==> config.mk <==
export PLATFORM = sky130hd
export DESIGN_NAME = scd_top
export DESIGN_NICKNAME = d
export VERILOG_FILES = /design/src/core/scd_pkg.sv /design/src/core/scd_clk_gen.sv /design/src/core/scd_top.sv
export SDC_FILE = /design/constraint.sdc
export NUM_CORES = 1
export LEC_CHECK = 0
export BUFFER_PORTS_ARGS = -buffer_cell sky130_fd_sc_hd__clkbuf_2
export CAP_MARGIN = 20
export CELL_PAD_IN_SITES_DETAIL_PLACEMENT = 0
export CELL_PAD_IN_SITES_GLOBAL_PLACEMENT = 1
export CORE_ASPECT_RATIO = 0.75
export CORE_MARGIN = 3
export CORE_UTILIZATION = 42
export DETAILED_ROUTE_END_ITERATION = 7
export MAX_ROUTING_LAYER = met4
export PLACE_DENSITY_LB_ADDON = 0.1
export SETUP_SLACK_MARGIN = 0.1
export SLEW_MARGIN = 40
export SYNTH_ARGS = -nofsm -noshare
export SYNTH_HDL_FRONTEND = slang
export SYNTH_HIERARCHICAL = 1
export SYNTH_SLANG_ARGS = --single-unit
==> constraint.sdc <==
create_clock -name clk_in -period 5.25 [get_ports clk_in]
set_input_delay 1.05 -clock clk_in [delete_from_list [all_inputs] [get_ports clk_in]]
set_output_delay 1.05 -clock clk_in [all_outputs]
set_load 0.01 [all_outputs]
==> src/core/scd_pkg.sv <==
package scd_pkg;
  // =====================================================
  // register map
  localparam logic [7:0] SCD_ADDR_CLK_DIV_CTRL = 8'hc7;
  localparam logic [7:0] SCD_ADDR_WAKE_EN = 8'hcb;
  localparam logic [7:0] SCD_CLK_DIV_CTRL_RST = 8'h00;
  localparam logic [7:0] SCD_WAKE_EN_RST = 8'h00;
  localparam logic [2:0] SCD_DIV_SEL_RST = 3'h0;
  localparam int SCD_MODE_LSB = 4;
  localparam int SCD_WAKE_WDT_BIT = 2;
  localparam int SCD_WAKE_EX1_BIT = 1;
  localparam int SCD_WAKE_EX0_BIT = 0;
  localparam logic [1:0] SCD_MODE_NORMAL = 2'h0;
  localparam logic [1:0] SCD_MODE_IMMED = 2'h1;
  localparam logic [1:0] SCD_MODE_DELAY = 2'h2;
  localparam logic [1:0] SCD_MODE_MANUAL = 2'h3;
  localparam int SCD_CNT_W = 12;
  localparam int SCD_MAX_DIV = 4096;

  typedef enum logic [2:0] {
    SCD_ST_NORMAL = 3'b000,
    SCD_ST_IMMED = 3'b001,
    SCD_ST_DLY_WAIT = 3'b010,
    SCD_ST_DLY_DIV = 3'b011,
    SCD_ST_DLY_WAKE = 3'b100,
    SCD_ST_MANUAL = 3'b101
  } scd_state_t;
endpackage

==> src/core/scd_clk_gen.sv <==
`timescale 1ns/1ps
`default_nettype none
// =====================================================
// divided clock generator: while dividing, output only changes when the
// counter wraps, so no shortened phase reaches the core
module scd_clk_gen import scd_pkg::*; #(
  parameter int CNT_W = SCD_CNT_W
) (
  input wire logic clk_in,
  input wire logic rst_in,
  input wire logic divide_in,
  input wire logic [2:0] div_sel_in,
  output logic core_clk_en_out,
  output logic core_clk_out
);
  logic [CNT_W-1:0] cnt_reg;
  logic [CNT_W-1:0] half_w;
  logic ph_reg;
  logic wrap_w;
  logic div_act_reg;

  // half period minus one per divisor code
  assign half_w = (div_sel_in == 3'h0) ? 12'h000 :
                  (div_sel_in == 3'h1) ? 12'h001 :
                  (div_sel_in == 3'h2) ? 12'h003 :
                  (div_sel_in == 3'h3) ? 12'h007 :
                  (div_sel_in == 3'h4) ? 12'h00f :
                  (div_sel_in == 3'h5) ? 12'h1ff :
                  (div_sel_in == 3'h6) ? 12'h3ff : 12'h7ff;
  assign wrap_w = (cnt_reg >= half_w);

  always_ff @(posedge clk_in) begin
    if (rst_in) begin
      cnt_reg <= '0;
      ph_reg <= 1'b0;
      div_act_reg <= 1'b0;
    end else begin
      cnt_reg <= (wrap_w || !div_act_reg) ? '0 : cnt_reg + 12'h001;
      if (!div_act_reg || wrap_w)
        ph_reg <= !ph_reg;
      // mode switch only at the end of a high phase
      if (ph_reg && (wrap_w || !div_act_reg))
        div_act_reg <= divide_in;
    end
  end

  // enable form of the divided clock: one pulse per core cycle
  assign core_clk_en_out = !div_act_reg || (wrap_w && ph_reg);
  assign core_clk_out = ph_reg;
endmodule
`default_nettype wire

==> src/core/scd_top.sv <==
// Strobed register access is this design's own decision.
`timescale 1ns/1ps
`default_nettype none
module scd_top import scd_pkg::*; (
  input wire logic clk_in,
  input wire logic rst_in,
  input wire logic [7:0] addr_in,
  input wire logic [7:0] wdata_in,
  input wire logic wr_in,
  input wire logic rd_in,
  output logic [7:0] rdata_out,
  input wire logic ms_tick_in,
  input wire logic ms_overflow_in,
  input wire logic millisecond_tick_interrupt_in,
  input wire logic wdt_irq_in,
  input wire logic ext_irq0_in,
  input wire logic ext_irq1_in,
  input wire logic [8:0] aux_irq_in,
  input wire logic aux_interrupt_enable_in,
  output logic idle_wake_out,
  output logic divide_active_out,
  output logic core_clk_en_out,
  output logic core_clk_out
);
  // =====================================================
  // register decode
  logic [2:0] div_sel_reg;
  logic [2:0] wake_en_reg;
  logic [7:0] rdata_reg;
  scd_state_t state_reg;
  scd_state_t state_next;
  logic wr_ctrl_w;
  logic wr_wake_w;
  logic [1:0] wmode_w;
  logic [1:0] mode_rd_w;
  logic [7:0] rd_mux_w;

  assign wr_ctrl_w = wr_in && (addr_in == SCD_ADDR_CLK_DIV_CTRL);
  assign wr_wake_w = wr_in && (addr_in == SCD_ADDR_WAKE_EN);
  assign wmode_w = wdata_in[SCD_MODE_LSB+1:SCD_MODE_LSB];

  // =====================================================
  // external interrupt pins: two flops before any logic reads them
  logic [1:0] ext0_sync_reg;
  logic [1:0] ext1_sync_reg;
  always_ff @(posedge clk_in) begin
    if (rst_in) begin
      ext0_sync_reg <= 2'h0;
      ext1_sync_reg <= 2'h0;
    end else begin
      ext0_sync_reg <= {ext0_sync_reg[0], ext_irq0_in};
      ext1_sync_reg <= {ext1_sync_reg[0], ext_irq1_in};
    end
  end

  // =====================================================
  // wake condition
  logic wake_w;
  assign wake_w = (wake_en_reg[SCD_WAKE_WDT_BIT] && wdt_irq_in) ||
                  (wake_en_reg[SCD_WAKE_EX1_BIT] && ext1_sync_reg[1]) ||
                  (wake_en_reg[SCD_WAKE_EX0_BIT] && ext0_sync_reg[1]) ||
                  (aux_interrupt_enable_in && (|aux_irq_in));
  assign idle_wake_out = wake_w;

  // =====================================================
  // divide mode state machine
  always_comb begin
    state_next = state_reg;
    unique case (state_reg)
      SCD_ST_NORMAL: ;
      SCD_ST_IMMED: if (wake_w) state_next = SCD_ST_NORMAL;
      SCD_ST_DLY_WAIT: if (ms_tick_in) state_next = SCD_ST_DLY_DIV;
      SCD_ST_DLY_DIV: begin
        if (millisecond_tick_interrupt_in && ms_tick_in)
          state_next = SCD_ST_NORMAL;
        else if (!millisecond_tick_interrupt_in && wake_w)
          state_next = SCD_ST_DLY_WAKE;
      end
      SCD_ST_DLY_WAKE: if (ms_overflow_in) state_next = SCD_ST_NORMAL;
      SCD_ST_MANUAL: ;
      default: state_next = SCD_ST_NORMAL;
    endcase
    // any mode write restarts the machine; normal write ends division
    if (wr_ctrl_w) begin
      unique case (wmode_w)
        SCD_MODE_NORMAL: state_next = SCD_ST_NORMAL;
        SCD_MODE_IMMED: state_next = SCD_ST_IMMED;
        SCD_MODE_DELAY: state_next = SCD_ST_DLY_WAIT;
        SCD_MODE_MANUAL: state_next = SCD_ST_MANUAL;
      endcase
    end
  end

  always_ff @(posedge clk_in) begin
    if (rst_in)
      state_reg <= SCD_ST_NORMAL;
    else
      state_reg <= state_next;
  end

  always_ff @(posedge clk_in) begin
    if (rst_in) begin
      div_sel_reg <= SCD_DIV_SEL_RST;
      wake_en_reg <= SCD_WAKE_EN_RST[2:0];
    end else begin
      if (wr_ctrl_w)
        div_sel_reg <= wdata_in[2:0];
      if (wr_wake_w)
        wake_en_reg <= wdata_in[2:0];
    end
  end

  // =====================================================
  // readback: live state, not the written mode
  logic divide_w;
  assign divide_w = (state_reg == SCD_ST_IMMED) ||
                    (state_reg == SCD_ST_DLY_DIV) ||
                    (state_reg == SCD_ST_DLY_WAKE) ||
                    (state_reg == SCD_ST_MANUAL);
  // manual mode reports as no-delay immediate division since 11 is reserved
  assign mode_rd_w = (state_reg == SCD_ST_IMMED ||
                      state_reg == SCD_ST_MANUAL) ? SCD_MODE_IMMED :
                     (state_reg == SCD_ST_DLY_DIV ||
                      state_reg == SCD_ST_DLY_WAKE) ? SCD_MODE_DELAY :
                     SCD_MODE_NORMAL;
  assign rd_mux_w = (addr_in == SCD_ADDR_CLK_DIV_CTRL) ?
                      {2'h0, mode_rd_w, 1'b0, div_sel_reg} :
                    (addr_in == SCD_ADDR_WAKE_EN) ?
                      {5'h00, wake_en_reg} : 8'h00;

  always_ff @(posedge clk_in) begin
    if (rst_in)
      rdata_reg <= 8'h00;
    else
      rdata_reg <= rd_in ? rd_mux_w : 8'h00;
  end
  assign rdata_out = rdata_reg;
  assign divide_active_out = divide_w;

  // =====================================================
  // clock generator
  scd_clk_gen #(.CNT_W(SCD_CNT_W)) u_clk_gen (
    .clk_in(clk_in),
    .rst_in(rst_in),
    .divide_in(divide_w),
    .div_sel_in(div_sel_reg),
    .core_clk_en_out(core_clk_en_out),
    .core_clk_out(core_clk_out)
  );

  // =====================================================
  // cycles spent in normal state; the clock generator may need a
  // full slow period to reach its switch point, so count past it
  logic [12:0] norm_cnt_reg;
  always_ff @(posedge clk_in) begin
    if (rst_in)
      norm_cnt_reg <= 13'h0000;
    else if (state_reg != SCD_ST_NORMAL)
      norm_cnt_reg <= 13'h0000;
    else if (norm_cnt_reg != 13'h1fff)
      norm_cnt_reg <= norm_cnt_reg + 13'h0001;
  end

  // =====================================================
  // checks
  a_immed_wake_ends: assert property (@(posedge clk_in) disable iff (rst_in)
    (state_reg == SCD_ST_IMMED && wake_w && !wr_ctrl_w)
      |=> state_reg == SCD_ST_NORMAL)
    else $error("immediate mode did not end on wake");
  a_manual_holds: assert property (@(posedge clk_in) disable iff (rst_in)
    (state_reg == SCD_ST_MANUAL && !wr_ctrl_w) |=> state_reg == SCD_ST_MANUAL)
    else $error("manual mode left without a write");
  a_normal_write: assert property (@(posedge clk_in) disable iff (rst_in)
    (wr_ctrl_w && wmode_w == SCD_MODE_NORMAL) |=> !divide_active_out)
    else $error("normal write did not end division");
  a_dly_start_tick: assert property (@(posedge clk_in) disable iff (rst_in)
    (state_reg == SCD_ST_DLY_WAIT && !ms_tick_in && !wr_ctrl_w)
      |=> !divide_active_out)
    else $error("delay mode divided before tick");
  a_dly_tick_end: assert property (@(posedge clk_in) disable iff (rst_in)
    (state_reg == SCD_ST_DLY_DIV && ms_tick_in &&
     millisecond_tick_interrupt_in && !wr_ctrl_w) |=> mode_rd_w == 2'h0)
    else $error("delay mode did not end on tick");
  a_masked_overflow: assert property (@(posedge clk_in) disable iff (rst_in)
    (state_reg == SCD_ST_DLY_WAKE && ms_overflow_in && !wr_ctrl_w)
      |=> !divide_active_out)
    else $error("masked delay mode missed overflow");
  a_read_delay: assert property (@(posedge clk_in) disable iff (rst_in)
    (rd_in && addr_in == SCD_ADDR_WAKE_EN)
      |=> rdata_out == {5'h00, $past(wake_en_reg)})
    else $error("wake enable readback wrong");
  a_wake_gate: assert property (@(posedge clk_in) disable iff (rst_in)
    (wake_en_reg == 3'h0 && !aux_interrupt_enable_in) |-> !idle_wake_out)
    else $error("wake raised with all enables clear");
  a_undiv_en: assert property (@(posedge clk_in) disable iff (rst_in)
    (state_reg == SCD_ST_NORMAL && norm_cnt_reg > 13'h1002)
      |-> core_clk_en_out)
    else $error("core clock divided in normal mode");
endmodule
`default_nettype wire

==> summary.md <==
| Metric | Value |
|---|---|
| Gr usage total | 0.163 |
| Final instance area | 2110 sq um |
| Largest buffer count on any clock path | 2 |
| Syn_area_per_cell | slightly above 9 sq um |
| CTS H-tree lvls | 2 |
| Core Footprint | 3850 sq um |
| Worst-path clk slew | about 0.060 ns |
| GR Util met2 | 0.211 |
| Maximum VDD drop | between 150 and 200 uV |
| Synth cell types | 50 |
| Final min period | 3.59 ns |
| Post-synthesis async set-or-reset flop share | 0 |
| Die Height | between 60 and 70 microns |
| Reg2Reg Depth | 7 |
| Synth top area cells | dfxtp_1 (36%), ha_1 (8.4%), nor2_1 (5.1%), mux2i_1 (3.4%), nor2_2 (3.2%) |
| Pre-antenna DRT Iters | 4 |
| Hold depth | 1 |
| DRT Wirelength | 3.67 mm |
| Number of nets in the layout | ~280 |
| Critical Path Source Type | register |
| Initial DRC count | 52 |
| F_max | around 0.28 GHz |
| Top cells by count, synth | dfxtp_1 (32), nor2_1 (24), ha_1 (12), inv_1 (11) |
| # diodes | 0 |
| Final period utilization | 0.684 |
| RSZ-0062 raised after global routing | no |
| Remaining antenna violation count | 0 |
| Post-synth EDFFs | 0 |
| CP Capture Type | output port |
| Die area | just over 5000 sq um |
| First-pass GRT wire length | 6.28 mm |
| Later-pin clock latency in the skew report | around 0.28 ns |
| Final hold violation count | 0 |
| Vias | ~1500 |
| Post-CTS sizing | 0 |
| Synthesis Warnings | 6 |
| Post-CTS Setup Bufs | 0 |
| # IOs | 48 |
| Share of layout cells above drive strength 1 | 0.306 |
| Max FFs per register | 12 |
| Final Wtd Congestion | approximately 0.75 |
| Global route overflow | 0 |
| Power Density | about 320 nW/um^2 |
| Leakage power | between 0.9 and 1 nW |
| Largest net degree at the start of global routing | 22 |
| Yosys top cell by area | dfxtp_1 |
| HPWL after DPL | approximately 2.9 mm |
| Synth Register Bits | 32 |
| Core Rows | 19 |
| Post-synthesis sequential area ratio | 0.360 |
| Worst-path maximum fanout | 8 |
| Worst reg2reg setup slack | just under 3 ns |
| Routed vias/inst | around 5.1 |
| Clock Skews | 0.00303 ns |
| Number of global-route vias before repair | approximately 1400 |
| Max Cap Viol | 0 |
| Req. time, crit path | 4.20 ns |
| Relative slew slack | 0.515 |
| Final number of max-transition violations | 0 |
| Synth Cell Area | 1780 sq um |
| Busiest grt layer | met1 |
| GR Util met1 | 0.237 |
| Clk sinks | 32 |
| Count leader, synth | dfxtp_1 |
| Sum Neg Setup Slack | 0 ns |
| Wire per inst | around 13 microns |
| Hold Crit Class | register to register |
| Slew @ Worst Pin | slightly above 0.7 ns |
| I/O Buffers | about 40 |
| Final setup fails | 0 |
| # DRC | 0 |
| Hold_buf cts | 0 |
| Die width | 81.2 microns |
| Worst EP arrival | around 2.5 ns |
| Outcome | finished clean |
| Setup CP Type | register to output port |
| Initial antenna violation count | 0 |
| Cells after Synth | 191 |
| Synth top area share | 0.360 |
| CTS Buf Count | 5 |
| Top_reg_cell synth | dfxtp_1 |
| Clock root buffer | clkbuf_8 |
| GR Util met3 | 0.0477 |
| Post-DP Area | 2010 sq um |
| Initial Util | 0.462 |
| CTS tree | yes |
| Fillers | 386 |
| Area Overhead vs Synth | 18.7% |
[metrics by stage]
step	util	hold slack (ns)	std cells	total power, mW	setup slack, ns
final	0.548	0.438	287	0.676	1.66
after global routing	0.548	0.466	287	0.718	1.38
after CTS	0.546	0.442	287	0.680	1.71
after detailed placement	0.521	0.427	280	0.477	2.03
after global placement	0.521	0.417	280	0.471	2.13
after floorplan	-	0.414	193	0.427	2.42
[area by class of cell]
class                           count  area (sq um)  share of cell area
Clock buffer                        7          96.3              0.0456
Multi-Input combinational cell    144          1060               0.504
Sequential cell                    32           641               0.303
Tap cell                           52          65.1              0.0308
Inverter                           11          41.3              0.0195
Timing Repair Buffer               41           205              0.0972
[path summary, 6_finish.rpt]
check / end / start
hold / removal: ext1_sync_reg[1] / ext1_sync_reg[0]
hold reg to reg: ext1_sync_reg[1] / ext1_sync_reg[0]
setup reg to reg: u_clk_gen/div_act_reg / div_sel_reg[2]
setup / recovery: core_clk_en_out / div_sel_reg[1]
[power breakdown]
part	switching, mW	total [mW]	internal [mW]
sequential	0.0223	0.283	0.261
combinational	0.0943	0.191	0.0970
clock	0.0850	0.202	0.117
total	0.202	0.676	0.475
[per-layer routing]
layer  vias up  part of all wire
met5         -                 0
met4         0            0.0084
met3         5             0.063
met2        49              0.42
met1       659              0.51
li1        765                 -
[cell usage in the layout (no fill, tap or decap), types with 3 or more instances in the layout]
cell type  count
conb_1         3
nand2_1        9
nor2_1        24
xor2_1         5
inv_1         11
nor2b_1        5
o21ai_0        3
nor3_1         3
a22oi_1        4
a221oi_1       3
clkbuf_2      41
xnor2_1        4
nor2_2         9
dfxtp_1       32
a21oi_1        3
clkbuf_8       7
and3_1         5
mux2i_1        6
nand3_1        7
ha_1          12
nand3b_1       3
[cells by family (layout without fill, tap and decap cells)]
group           count (synthesis)  in the layout  share of synthesized area
compound gates                 33             33                      0.165
xor+xnor                        9              9                     0.0443
fa+ha+maj                      12             12                     0.0844
buf+inv                        17             59                     0.0506
flops                          32             32                      0.360
mux                             6              6                     0.0338
other cells                     1              3                    0.00211
simple gates                   81             81                      0.259
[worst max-delay path, cell delays in order (launching register included)]
cell and delay [ns]:
dfxtp_1 0.37, o21ai_0 0.53, ha_1 0.37, a211oi_1 0.24, nor2_1 0.11, a211oi_4 0.29, nor2_1 0.08, a2bb2oi_1 0.15
clkbuf_2 0.13
Note: power is estimated with default switching activity, not from simulation.
